--- src/hdl/lds_consts.vh ---
`ifndef LDS_CONSTS_VH
`define LDS_CONSTS_VH
// ==========================================
// Clock and tick
`define LDS_CLK_NS 8
`define LDS_MS_NS 1000000
`define LDS_MS_CYC (`LDS_MS_NS / `LDS_CLK_NS)
// ==========================================
// Intervals in milliseconds, except restore time in seconds and flash count
`define LDS_RST_MS 30
`define LDS_CHRST_MS 3000
`define LDS_BL_MS 900000
`define LDS_FDR_SEC 3'h5
`define LDS_SEC_MS 1000
`define LDS_TUNE_MS 2000
`define LDS_FULL_MS 30000
`define LDS_ST_ON_MS 50
`define LDS_ST_PER_MS 200
`define LDS_FLASH_MS 100
`define LDS_FLASHES 3
// ==========================================
// Register byte offsets
`define LDS_A_CTRL 12'h000
`define LDS_A_DIAG 12'h004
`define LDS_A_CFG 12'h008
`define LDS_A_DLY 12'h00C
`define LDS_A_STAT 12'h010
`define LDS_A_FCNT 12'h014
// ==========================================
// Fields and reset values
`define LDS_CTRL_NFD 0
`define LDS_DIAG_W 6
`define LDS_CFG_W 15
`define LDS_CFG_CH1 8
`define LDS_CFG_DEF 15'h7636
`define LDS_DLY_DEF 32'h00000000
`endif

--- src/hdl/lds_top.v ---
// Our own choices: the address map and the APB interface to the registers.
`timescale 1ns/1ps
`include "lds_consts.vh"
// How it works
// - 30 ms low reset pin resets all
// - Noise filter setting change resets detector
// - Select button held 3 s resets channel
// - Sensitivity or frequency change resets channel
// - Channel or filter reset keeps diagnostics
// - Pin or power reset clears diagnostics
// - Green input aborts delay timing
// - Loop failure forces call output
// - Status low normally, high on failure
// - Excess change: status 50 on, 150 off
// - Backlight on press, off 15 min later
// - LED shows call, delay or failed loop
// - Tuned in 2 s, full after 30 s
// - Out-of-range loop enters fail-safe with message
// - Low type shorted, high type open
// - Fault shown while present; retune in range
// - Fail-safe gives continuous call
// - LED bursts three flashes per second, latched
// - Self-healed loop resumes, bursts continue
// - Count failures; manual reset clears count
// - Four buttons 5 s restore defaults
// - Two buttons pressed light display test
module lds_top #(
  parameter MS_CYC = `LDS_MS_CYC,
  parameter BL_MS = `LDS_BL_MS
) (
  // Clock and reset
  input wire ref_clk,
  input wire sys_rst,
  // APB slave
  input wire [11:0] paddr,
  input wire psel,
  input wire penable,
  input wire pwrite,
  input wire [31:0] pwdata,
  output reg [31:0] prdata,
  output reg pready,
  output reg pslverr,
  // Controller pins, active low
  input wire ext_rst_n,
  input wire [1:0] green_n,
  // Front panel buttons, high when pressed
  input wire [3:0] btn,
  // Loop front end
  input wire [1:0] occ,
  input wire [1:0] flt_lo,
  input wire [1:0] flt_hi,
  input wire [1:0] excess,
  // Controller outputs
  output wire [1:0] call_o,
  output wire [1:0] status_n_o,
  // Front panel outputs
  output wire [1:0] led_o,
  output reg backlight_o,
  output reg disp_test_o,
  output reg [2:0] restore_cnt_o,
  output reg sel_ch_o,
  output reg [5:0] diag_o,
  output wire [1:0] fault_type_low,
  output wire [1:0] fault_type_high,
  output wire [1:0] loop_fail_o,
  // Channel state to front end
  output reg [1:0] channel_select_button_rst_o,
  output wire [1:0] tuned_o,
  output wire [1:0] full_sens_o
);
  // ==========================================
  // Pin synchronisers
  wire [14:0] syn;
  lds_sync #(.W(15), .RV(15'h0007)) u_sync (
    .ref_clk(ref_clk),
    .sys_rst(sys_rst),
    .d({excess, flt_hi, flt_lo, occ, btn, green_n, ext_rst_n}),
    .q(syn)
  );
  wire s_ext_n = syn[0];
  wire [1:0] s_grn_n = syn[2:1];
  wire [3:0] s_btn = syn[6:3];
  wire [1:0] s_occ = syn[8:7];
  wire [1:0] s_lo = syn[10:9];
  wire [1:0] s_hi = syn[12:11];
  wire [1:0] s_exc = syn[14:13];

  // Pressed-button count
  function [2:0] nbtn;
    input [3:0] b;
    begin
      nbtn = {2'b00, b[0]} + {2'b00, b[1]} + {2'b00, b[2]} + {2'b00, b[3]};
    end
  endfunction

  // ==========================================
  // Millisecond tick
  localparam [16:0] MS_M1 = MS_CYC[16:0] - 17'h00001;
  reg [16:0] ms_r; // Cycle count in one ms
  reg tick_r; // One-cycle pulse per ms

  // Every timer below steps on this tick
  always @(posedge ref_clk or posedge sys_rst) begin
    if (sys_rst) begin
      ms_r <= 17'h00000;
      tick_r <= 1'b0;
    end else if (ms_r == MS_M1) begin
      ms_r <= 17'h00000;
      tick_r <= 1'b1;
    end else begin
      ms_r <= ms_r + 17'h00001;
      tick_r <= 1'b0;
    end
  end

  // ==========================================
  // External reset qualification
  reg [4:0] ext_cnt_r; // Ms the pin has been low
  reg det_rst_r; // Detector-wide reset pulse

  // Fires once per low period, only after 30 ms
  always @(posedge ref_clk or posedge sys_rst) begin
    if (sys_rst) begin
      ext_cnt_r <= 5'h00;
      det_rst_r <= 1'b0;
    end else begin
      det_rst_r <= 1'b0;
      if (s_ext_n) begin
        ext_cnt_r <= 5'h00;
      end else if (tick_r && ext_cnt_r != `LDS_RST_MS) begin
        ext_cnt_r <= ext_cnt_r + 5'h01;
        det_rst_r <= (ext_cnt_r == `LDS_RST_MS - 1);
      end
    end
  end

  // ==========================================
  // Buttons: select, hold, restore, backlight
  reg [3:0] btn_q_r; // Last sampled buttons
  reg [11:0] hold_r; // Select hold time
  reg ch_btn_rst_r; // Selected-channel reset pulse
  reg [9:0] fdr_ms_r; // Ms within restore second
  reg restore_r; // Factory restore pulse
  reg [19:0] bl_r; // Backlight ms left
  reg [19:0] bl_nxt;
  wire [3:0] press = s_btn & ~btn_q_r;
  wire all4 = &s_btn;
  wire ch_rst_b = s_btn[0] && nbtn(s_btn) == 3'h1;

  // Backlight reload on any press, count down otherwise
  always @* begin
    bl_nxt = bl_r;
    if (|press) begin
      bl_nxt = BL_MS[19:0];
    end else if (tick_r && bl_r != 20'h00000) begin
      bl_nxt = bl_r - 20'h00001;
    end
  end

  // Button state machines; hold timers restart on release
  always @(posedge ref_clk or posedge sys_rst) begin
    if (sys_rst) begin
      btn_q_r <= 4'h0;
      hold_r <= 12'h000;
      ch_btn_rst_r <= 1'b0;
      fdr_ms_r <= 10'h000;
      restore_r <= 1'b0;
      restore_cnt_o <= 3'h0;
      sel_ch_o <= 1'b0;
      bl_r <= 20'h00000;
      backlight_o <= 1'b0;
      disp_test_o <= 1'b0;
    end else begin
      btn_q_r <= s_btn;
      bl_r <= bl_nxt;
      backlight_o <= |bl_nxt;
      disp_test_o <= nbtn(s_btn) >= 3'h2;
      ch_btn_rst_r <= 1'b0;
      restore_r <= 1'b0;
      // Each lone select press steps to the other channel
      if (press[0] && nbtn(s_btn) == 3'h1) begin
        sel_ch_o <= ~sel_ch_o;
      end
      // Hold with only select pressed
      if (!ch_rst_b) begin
        hold_r <= 12'h000;
      end else if (tick_r && hold_r != `LDS_CHRST_MS) begin
        hold_r <= hold_r + 12'h001;
        ch_btn_rst_r <= (hold_r == `LDS_CHRST_MS - 1);
      end
      // Restore countdown, aborted by any release
      if (!all4) begin
        restore_cnt_o <= 3'h0;
        fdr_ms_r <= 10'h000;
      end else if (press != 4'h0) begin
        restore_cnt_o <= `LDS_FDR_SEC;
        fdr_ms_r <= 10'h000;
      end else if (tick_r && restore_cnt_o != 3'h0) begin
        if (fdr_ms_r == `LDS_SEC_MS - 1) begin
          fdr_ms_r <= 10'h000;
          restore_cnt_o <= restore_cnt_o - 3'h1;
          restore_r <= (restore_cnt_o == 3'h1);
        end else begin
          fdr_ms_r <= fdr_ms_r + 10'h001;
        end
      end
    end
  end

  // ==========================================
  // APB registers
  reg nfd_r; // Noise filter disable
  reg [14:0] cfg_r; // Sensitivity and frequency
  reg [31:0] dly_r; // Delay ms per channel
  reg nfd_chg_r; // Filter setting changed
  reg [1:0] cfg_chg_r; // Channel setting changed
  wire [1:0] fault_w;
  wire [1:0] latch_w;
  wire [15:0] fcnt_w;
  wire wr_en = psel & penable & pwrite & pready;
  wire setup = psel & ~penable;
  wire [14:0] wcfg = pwdata[14:0];

  // Writes on the completing access edge
  always @(posedge ref_clk or posedge sys_rst) begin
    if (sys_rst) begin
      nfd_r <= 1'b0;
      diag_o <= 6'h00;
      cfg_r <= `LDS_CFG_DEF;
      dly_r <= `LDS_DLY_DEF;
      nfd_chg_r <= 1'b0;
      cfg_chg_r <= 2'b00;
    end else begin
      nfd_chg_r <= 1'b0;
      cfg_chg_r <= 2'b00;
      if (restore_r) begin
        nfd_r <= 1'b0;
        diag_o <= 6'h00;
        cfg_r <= `LDS_CFG_DEF;
        dly_r <= `LDS_DLY_DEF;
      end else if (det_rst_r) begin
        diag_o <= 6'h00;
      end else if (wr_en) begin
        if (paddr == `LDS_A_CTRL) begin
          nfd_r <= pwdata[`LDS_CTRL_NFD];
          nfd_chg_r <= pwdata[`LDS_CTRL_NFD] ^ nfd_r;
        end else if (paddr == `LDS_A_DIAG) begin
          diag_o <= pwdata[5:0];
        end else if (paddr == `LDS_A_CFG) begin
          cfg_r <= wcfg;
          cfg_chg_r[0] <= wcfg[6:0] != cfg_r[6:0];
          cfg_chg_r[1] <= wcfg[14:8] != cfg_r[14:8];
        end else if (paddr == `LDS_A_DLY) begin
          dly_r <= pwdata;
        end
      end
    end
  end

  // Read data and answer prepared in the setup cycle
  always @(posedge ref_clk or posedge sys_rst) begin
    if (sys_rst) begin
      prdata <= 32'h00000000;
      pready <= 1'b0;
      pslverr <= 1'b0;
    end else begin
      pready <= setup;
      if (setup) begin
        pslverr <= 1'b0;
        if (paddr == `LDS_A_CTRL) begin
          prdata <= {31'h00000000, nfd_r};
        end else if (paddr == `LDS_A_DIAG) begin
          prdata <= {26'h0000000, diag_o};
        end else if (paddr == `LDS_A_CFG) begin
          prdata <= {17'h00000, cfg_r};
        end else if (paddr == `LDS_A_DLY) begin
          prdata <= dly_r;
        end else if (paddr == `LDS_A_STAT) begin
          prdata <= {20'h00000, sel_ch_o, backlight_o, full_sens_o, tuned_o,
                     latch_w, fault_w, s_exc};
        end else if (paddr == `LDS_A_FCNT) begin
          prdata <= {16'h0000, fcnt_w};
        end else begin
          prdata <= 32'h00000000;
          pslverr <= 1'b1;
        end
      end
    end
  end

  // ==========================================
  // Reset sources per channel
  wire [1:0] sel_hit = sel_ch_o ? 2'b10 : 2'b01;
  // Manual resets also clear the fail alert and count
  wire [1:0] man_rst = {2{det_rst_r | restore_r}} | ({2{ch_btn_rst_r}} & sel_hit);
  wire [1:0] chrst = man_rst | {2{nfd_chg_r}} | cfg_chg_r;

  // Pulse to the front end to retune
  always @(posedge ref_clk or posedge sys_rst) begin
    if (sys_rst) begin
      channel_select_button_rst_o <= 2'b00;
    end else begin
      channel_select_button_rst_o <= chrst;
    end
  end

  // ==========================================
  // Shared flash patterns
  wire st_on;
  wire burst_on;
  lds_flash u_flash (
    .ref_clk(ref_clk),
    .sys_rst(sys_rst),
    .tick(tick_r),
    .st_on(st_on),
    .burst_on(burst_on)
  );

  // ==========================================
  // Channel logic
  genvar c;
  generate
    for (c = 0; c < 2; c = c + 1) begin : g_ch
      reg [14:0] tune_r; // Ms since reset, in range
      reg [15:0] dcnt_r; // Delay elapsed ms
      reg ddone_r; // Delay expired or aborted
      reg fprev_r; // Fault last cycle
      reg latch_r; // Burst alert latch
      reg [7:0] fcnt_r; // Failure count
      reg call_q, stat_q, led_q, lo_q, hi_q, fail_q, tuned_q, full_q;
      wire f = s_lo[c] | s_hi[c];
      wire rise = f & ~fprev_r;
      wire grn = ~s_grn_n[c];
      wire [15:0] dly = dly_r[16*c+15:16*c];
      wire tuned = tune_r >= `LDS_TUNE_MS;
      // Fault or untuned channel calls, else occupancy past delay
      wire call_w = f | ~tuned | (s_occ[c] & ddone_r);
      wire dly_act = s_occ[c] & ~ddone_r & ~grn;

      // Tuning runs only while the loop is in range
      always @(posedge ref_clk or posedge sys_rst) begin
        if (sys_rst) begin
          tune_r <= 15'h0000;
        end else if (chrst[c]) begin
          tune_r <= 15'h0000;
        end else if (tick_r && !f && tune_r != `LDS_FULL_MS) begin
          tune_r <= tune_r + 15'h0001;
        end
      end

      // Delay timing; green phase aborts it
      always @(posedge ref_clk or posedge sys_rst) begin
        if (sys_rst) begin
          dcnt_r <= 16'h0000;
          ddone_r <= 1'b0;
        end else if (chrst[c] || !s_occ[c]) begin
          dcnt_r <= 16'h0000;
          ddone_r <= 1'b0;
        end else if (grn || dcnt_r >= dly) begin
          ddone_r <= 1'b1;
        end else if (tick_r) begin
          dcnt_r <= dcnt_r + 16'h0001;
        end
      end

      // Failure edge: count and alert; a new failure beats a clear
      always @(posedge ref_clk or posedge sys_rst) begin
        if (sys_rst) begin
          fprev_r <= 1'b0;
          latch_r <= 1'b0;
          fcnt_r <= 8'h00;
        end else begin
          fprev_r <= f;
          if (rise) begin
            latch_r <= 1'b1;
          end else if (man_rst[c]) begin
            latch_r <= 1'b0;
          end
          if (man_rst[c]) begin
            fcnt_r <= {7'h00, rise};
          end else if (rise && fcnt_r != 8'hFF) begin
            fcnt_r <= fcnt_r + 8'h01;
          end
        end
      end

      // Registered outputs
      always @(posedge ref_clk or posedge sys_rst) begin
        if (sys_rst) begin
          call_q <= 1'b1;
          stat_q <= 1'b0;
          led_q <= 1'b0;
          lo_q <= 1'b0;
          hi_q <= 1'b0;
          fail_q <= 1'b0;
          tuned_q <= 1'b0;
          full_q <= 1'b0;
        end else begin
          call_q <= call_w;
          // Excess change pattern first, then failure level
          if (s_exc[c]) begin
            stat_q <= ~st_on;
          end else begin
            stat_q <= f;
          end
          led_q <= latch_r ? burst_on : (call_w | dly_act);
          lo_q <= s_lo[c];
          hi_q <= s_hi[c] & ~s_lo[c];
          fail_q <= f;
          tuned_q <= tuned;
          full_q <= tune_r == `LDS_FULL_MS;
        end
      end

      assign call_o[c] = call_q;
      assign status_n_o[c] = stat_q;
      assign led_o[c] = led_q;
      assign fault_type_low[c] = lo_q;
      assign fault_type_high[c] = hi_q;
      assign loop_fail_o[c] = fail_q;
      assign tuned_o[c] = tuned_q;
      assign full_sens_o[c] = full_q;
      assign fault_w[c] = f;
      assign latch_w[c] = latch_r;
      assign fcnt_w[8*c+7:8*c] = fcnt_r;
    end
  endgenerate
endmodule

--- src/hdl/lds_sync.v ---
`timescale 1ns/1ps
// ==========================================
// Two-flop synchroniser for pin inputs
module lds_sync #(
  parameter W = 1,
  parameter [W-1:0] RV = {W{1'b0}}
) (
  // Clock and reset
  input wire ref_clk,
  input wire sys_rst,
  // Data
  input wire [W-1:0] d,
  output reg [W-1:0] q
);
  // First stage, read only by q
  reg [W-1:0] s1_r;

  // Both stages reset to idle pin levels
  always @(posedge ref_clk or posedge sys_rst) begin
    if (sys_rst) begin
      s1_r <= RV;
      q <= RV;
    end else begin
      s1_r <= d;
      q <= s1_r;
    end
  end
endmodule

--- src/hdl/lds_flash.v ---
`timescale 1ns/1ps
`include "lds_consts.vh"
// ==========================================
// Shared flash patterns on the ms tick
module lds_flash (
  // Clock and reset
  input wire ref_clk,
  input wire sys_rst,
  // One-ms tick
  input wire tick,
  // Patterns
  output reg st_on,
  output reg burst_on
);
  reg [7:0] st_r; // Status period phase
  reg [6:0] sub_r; // Within one flash slot
  reg [3:0] slot_r; // Slot in one second

  // Status 50/150 and 3-flash burst per second
  always @(posedge ref_clk or posedge sys_rst) begin
    if (sys_rst) begin
      st_r <= 8'h00;
      sub_r <= 7'h00;
      slot_r <= 4'h0;
      st_on <= 1'b0;
      burst_on <= 1'b0;
    end else begin
      if (tick) begin
        st_r <= (st_r == `LDS_ST_PER_MS - 1) ? 8'h00 : st_r + 8'h01;
        if (sub_r == `LDS_FLASH_MS - 1) begin
          sub_r <= 7'h00;
          slot_r <= (slot_r == 4'h9) ? 4'h0 : slot_r + 4'h1;
        end else begin
          sub_r <= sub_r + 7'h01;
        end
      end
      st_on <= (st_r < `LDS_ST_ON_MS);
      burst_on <= (slot_r < 2 * `LDS_FLASHES) & ~slot_r[0];
    end
  end
endmodule

--- config.mk ---
export PLATFORM = sky130hd
export DESIGN_NAME = lds_top
export DESIGN_NICKNAME = d
export VERILOG_FILES = /design/src/hdl/lds_top.v /design/src/hdl/lds_sync.v /design/src/hdl/lds_flash.v
export VERILOG_INCLUDE_DIRS = /design/src /design/src/hdl
export SDC_FILE = /design/constraint.sdc
export NUM_CORES = 1
export LEC_CHECK = 0
export BUFFER_PORTS_ARGS = -buffer_cell sky130_fd_sc_hd__buf_4
export CORE_MARGIN = 1.5
export CORE_UTILIZATION = 62
export CTS_BUF_LIST = sky130_fd_sc_hd__clkbuf_4 sky130_fd_sc_hd__clkbuf_8
export CTS_CLUSTER_DIAMETER = 150
export DETAILED_ROUTE_END_ITERATION = 6
export HOLD_SLACK_MARGIN = 0.06
export PLACE_DENSITY = 0.87
export SYNTH_ARGS = -nofsm -noshare
export SYNTH_HDL_FRONTEND = slang
export SYNTH_SLANG_ARGS = --single-unit
export TNS_END_PERCENT = 100
--- constraint.sdc ---
create_clock -name ref_clk -period 12.9 [get_ports ref_clk]
set_input_delay 1.29 -clock ref_clk [delete_from_list [all_inputs] [get_ports ref_clk]]
set_output_delay 1.29 -clock ref_clk [all_outputs]
set_load 0.02 [all_outputs]
# --- Word-level counts from Yosys, hierarchy flattened ---
# Index checks and enable logic that the tools add are counted.
# W data, S select, Z words.
totals:
  regBits: 320
op_classes:
  add_sub_neg: 18
  order_cmp: 7
  n_eq_ne: 34
  muxes: 98
  n_bitwise: 45
  n_reduce_logical: 52
ops:
  columns: ["operator", "n"]
  rows:
  - ["$mux W32", 11]
  - ["$mux W15", 10]
  - ["$mux W16", 8]
  - ["$mux W10", 4]
  - ["$mux W20", 2]
  - ["$mux W8", 5]
  - ["$mux W1", 35]
  - ["$add A16 B1 Y16 const B", 2]
  - ["$ge A16 B16 Y1", 2]
  - ["$add A15 B1 Y15 const B", 2]
  - ["$eq A15 B15 Y1 const B", 2]
  - ["$ge A15 B11 Y1 const B", 2]
  - ["$mux W6", 5]
  - ["$ne A15 B15 Y1 const B", 2]
  - ["$reduce_bool A2 Y1", 15]
  - ["$add A8 B1 Y8 const B", 3]
  - ["$eq A12 B4 Y1 const B", 2]
  - ["$eq A12 B5 Y1 const B", 2]
  - ["$mux W12", 2]
  - ["$reduce_bool A20 Y1", 1]
  - ["$reduce_or A20 Y1", 1]
  - ["$sub A20 B1 Y20 const B", 1]
  - ["$add A17 B1 Y17 const B", 1]
  - ["$eq A17 B17 Y1 const B", 1]
  - ["other kinds (54)", 133]

# --- Longest topological paths before layout ---
depth:
  ltp_word: 8
  depth_mapped: 11
  mapped_depth_nobuf: 11

# --- Hierarchy ---
# Synthesis repeated with hierarchy kept, for this count alone.
unflattened:
  cells_unflattened: 1587
  area_unflattened_um2: 15579.9
by_module_without_submodules:
  columns: ["module", "n_inst", "cells_each", "area_each_um2", "seq_area_each_um2"]
  rows:
  - ["lds_top", 1, 1454, 13743.2, 6745.2]
  - ["lds_flash", 1, 102, 1074.8, 525.5]
  - ["lds_sync", 1, 31, 762.0, 758.2]

# --- Worst setup path before layout ---
# OpenSTA, ideal clock, no wires.
synth_path:
  kind: "input -> register"
  from: "input port paddr[9]"
  to: "register cfg_r[0]"
  t_arrival_ns: 3.114
  required_time_ns: 12.822
  setup_slack_ns: 9.708
  cell_stages: 6
  cell_sequence: "nor4_1 nand4b_1 nor4_1 buf_2 nand2_1 a21oi_1"
synth_via:
  elab_chain_len: 3
  word_cells_on_any_way: 7
synth_rtl:
  columns: ["item", "line", "rtl"]
  rows:
  - ["start, declared", "lds_top.v:35", "input wire [11:0] paddr,"]
  - ["$eq A12 B3 Y1 (no line) (tied with other cells)", null, null]
  - ["$ne A2 B2 Y1 (no line) / $reduce_bool A2 Y1 (equally long branches)", null, null]
  - ["$reduce_and A5 Y1 (no line) (*)", null, null]
  - ["end signal, assigned", "lds_top.v:229", "cfg_r <= `LDS_CFG_DEF;"]
  - ["end signal, assigned", "lds_top.v:239", "cfg_r <= `LDS_CFG_DEF;"]
  - ["end signal, assigned", "lds_top.v:250", "cfg_r <= wcfg;"]
  - ["end, declared", "lds_top.v:213", "reg [14:0] cfg_r;"]
# Every way passes the cells marked *; elsewhere a longest branch is shown, timed or not.
# A chain may end at the register's enable or synchronous reset.

# --- Final worst setup path ---
layout_path:
  from: "input port paddr[9]"
  to: "register dly_r[4]"
layout_via:
  elab_chain_len: 3
  word_cells_on_any_way: 9
layout_rtl:
  columns: ["item", "line", "rtl"]
  rows:
  - ["$eq A12 B4 Y1 (no line) (tied with other cells)", null, null]
  - ["$ne A2 B2 Y1 (no line) / $reduce_bool A2 Y1 (equally long branches)", null, null]
  - ["$reduce_and A6 Y1 (no line) (*)", null, null]
  - ["end signal, assigned", "lds_top.v:230", "dly_r <= `LDS_DLY_DEF;"]
  - ["end signal, assigned", "lds_top.v:240", "dly_r <= `LDS_DLY_DEF;"]
  - ["end signal, assigned", "lds_top.v:254", "dly_r <= pwdata;"]
  - ["end, declared", "lds_top.v:214", "reg [31:0] dly_r;"]
# Marks and branches as above.

==> impl_metrics.toml <==
[run_status]
status = "finished clean"

[drt]
detail_route.vias_per_cell = 5.97
postRouteAntennaNets = 0
wire_per_inst_um = 17.2
drt_iter0_drc = 1097
drc = 0
vias = 12500
firstDrtPassIters = 7
routed_wl_mm = 36.2

[sta]
finClkSkew_ns = 0.0401
finalCriticalPeriod_ns = 3.93
maxSlewViolCount = 0
finalSetupViolations = 0
rsz0062_at_grt = "false"
hold_viol_final = 0
finalSetupTns_ns = 0
fmax_mhz = 254
period_share_pct = 30.5
worstMarginPinSlew_ns = 1.24
slew_headroom_pct = 17.6
worst_slack_ns = 8.97

[global_routing]
grt_pass1_wl_mm = 59.6
track_usage_pct = 28.1
antenna_found_initial = 0
grt_overflow = 0
grt_pass1_vias = 12100
grt_max_degree = 183

[placement]
place_area_mm2 = 0.0167
place_congestion = 0.964
dpl.hpwl_mm = 25.3
post-place-ws_ns = 8.42
portBuffers = 127

[yosys]
synthCells = 1619
synth.distinct_cells = 69
synth_most_common_cell = "dfrtp_1"
synth_ff_type = "dfrtp_1"
ys_ff_latch = 320
synth_common_cells = "303 x dfrtp_1, 232 x nand2_1, 168 x nor2_1"
yosysSeqAreaShare_pct = 51.4
yosys.area.top_type_share_pct = 48.5
yosysWarningCount = 0
postSynth.asyncResetShare_pct = 100
synth.area.top_cells = "dfrtp_1 49%, nand2_1 5.6%, ha_1 4.6%"
synth_edf_count = 0
netlist_area_mm2 = 0.0156
syn_area_per_cell_um2 = 9.65
synth_nets = 1742
yosys.area.top_type = "dfrtp_1"

[layout]
finalInstanceArea_mm2 = 0.0178
seq_area_mm2 = 0.00803
multiInputGateArea_mm2 = 0.00694
insertedDiodeCount = 0
area_growth_pct = 14.1
drive_above_1_share_pct = 14.6
fillers = 1700
final_nets = 1858

[worst_setup_path]
critPathKind = "primary input to register"
max_stage_delay_ns = 1.06
cp-endpoint = "dly_r[4]"
cp-start-kind = "primary input"
worstPathMaxFanout = 32
startpoint = "paddr[9]"
cp_num_buf_inv = 1
cpMaxStageDelayCell = "nor3_4"
path_cells = "buf_4, nor4_1, nand2_1, or4_1, nor3_4, nand2_1, a21oi_1"
cp_common_cell = "nand2_1"
critPathTopFamily = "simple AND/OR/NAND/NOR gates"
r2r_cells = 7
worstPathArrival_ns = 4.41
rrSetupSlack_ns = 9.38
cp.required_ns = 13.38
r2r_start = "restore_r"
r2r_end = "g_ch[0].dcnt_r[12]"
crit_cells = 7
endpoint_kind = "register"

[cts]
clk_transition_reported_paths_ns = 0.06
holdBufCountCts = 0
cts_buffers = 51
cts_tree = "done"
cts_root_buffer = "clkbuf_8"
cts_setup_buffers = 0
cts_sinks = 320
clock_latency_ns = 0.59
htree_num_levels = 2
cts_resized = 0
cts_buffer_depth = 3

[die]
dieHeight_um = 162
chipWidth_um = 162
start_util_pct = 63.7
ios = 128
core_mm2 = 0.0245
rows = 57
die_area_mm2 = 0.0262

[pwr]
power.density_mw_per_mm2 = 117
leakagePower_nw = 7.88
ir_drop_uv = 74.0

[min_path]
hp-start = "u_sync.s1_r[3]"
min_path_type = "register to register"
hold_depth = 0

[job]
cap_viol_max_count = 0
==> power by group <==
group          total, mW  internal [mW]  switching (mW)  leakage, nW
clock network      0.912          0.523           0.389        0.583
registers           1.06           1.03          0.0316         4.19
logic              0.119         0.0444          0.0749         3.12
==> through the flow <==
stage / std cells / hold WS, ns / utilization (%) / power [mW]
5_1_grt: 2097 / 0.358 / 72.6 / 2.17
3_3_place_gp: 2006 / 0.334 / 68.2 / 1.19
3_5_place_dp: 2006 / 0.335 / 68.2 / 1.20
4_1_cts: 2097 / 0.344 / 72.6 / 2.11
6_report: 2097 / 0.340 / 72.6 / 2.09
2_1_floorplan: 1619 / 0.331 / - / 1.14
==> worst register-to-register path, stage by stage, from the launching register on <==
cell     delay [ns]
dfrtp_1        0.35
buf_4          0.28
or2_1          0.51
a21o_1         0.38
or3_1          0.69
or2_1          0.56
or4_1          0.59
nand2_1        0.09
==> final cells by class <==
cell class	count	area share, %
clock buffer	84	5.79
clock inverter	7	0.386
inverter	84	1.81
multi-input combinational	1143	38.9
sequential	320	45.1
tap	324	2.27
timing repair buffer	135	5.76
==> layout by cell type, fill, tap and decap left out, types with 8 or more instances in the layout <==
cell,count
inv_1,82
ha_1,58
nor3b_1,8
a21o_1,12
xnor2_1,64
nor4_1,22
nand3b_1,11
nand2_1,232
or3_1,28
o21ai_0,53
a211oi_1,9
and2_1,9
or4_1,10
buf_4,134
nand2b_1,9
dfrtp_1,303
clkbuf_4,20
dfstp_2,17
nor2b_1,9
nor2_1,168
nor3_1,25
o31ai_1,25
xor2_1,60
nand3_1,56
nand4_1,37
and4_1,9
and3_1,20
mux2i_1,14
clkbuf_8,64
a21oi_1,101
==> worst min path at each step <==
stage	to
2_1_floorplan	u_sync.q[10]
3_3_place_gp	u_sync.q[6]
3_5_place_dp	u_sync.q[11]
4_1_cts	u_sync.q[3]
5_1_grt	u_sync.q[11]
6_report	u_sync.q[3]
==> logic make-up after synthesis <==
kind of cell	share of synthesized area (%)
simple gates	21.0
flops	51.4
compound gates	10.6
buf+inv	4.29
xor+xnor	6.95
fa+ha+maj	4.77
mux	1.04
==> layer usage <==
layer	GRT usage, %	vias up	part of all wire, %
met3	5.34	104	7.4
met5	0	-	0
met4	10.3	0	3.2
li1	-	5832	-
met2	45.8	497	47
met1	37.8	6088	42
==> registers in the layout, summed over array words and instances, names as in the netlist, 5 cells and up <==
signal / flops
dly_r: 32
u_flash.sub_r: 7
diag_o: 6
g_ch.tune_r: 30
u_flash.st_r: 8
u_sync.s1_r: 15
ms_r: 17
hold_r: 12
u_sync.q: 15
g_ch.dcnt_r: 32
bl_r: 20
cfg_r: 15
ext_cnt_r: 5
fdr_ms_r: 10
prdata: 32
g_ch.fcnt_r: 16
Power figures use the tool's default switching activity.
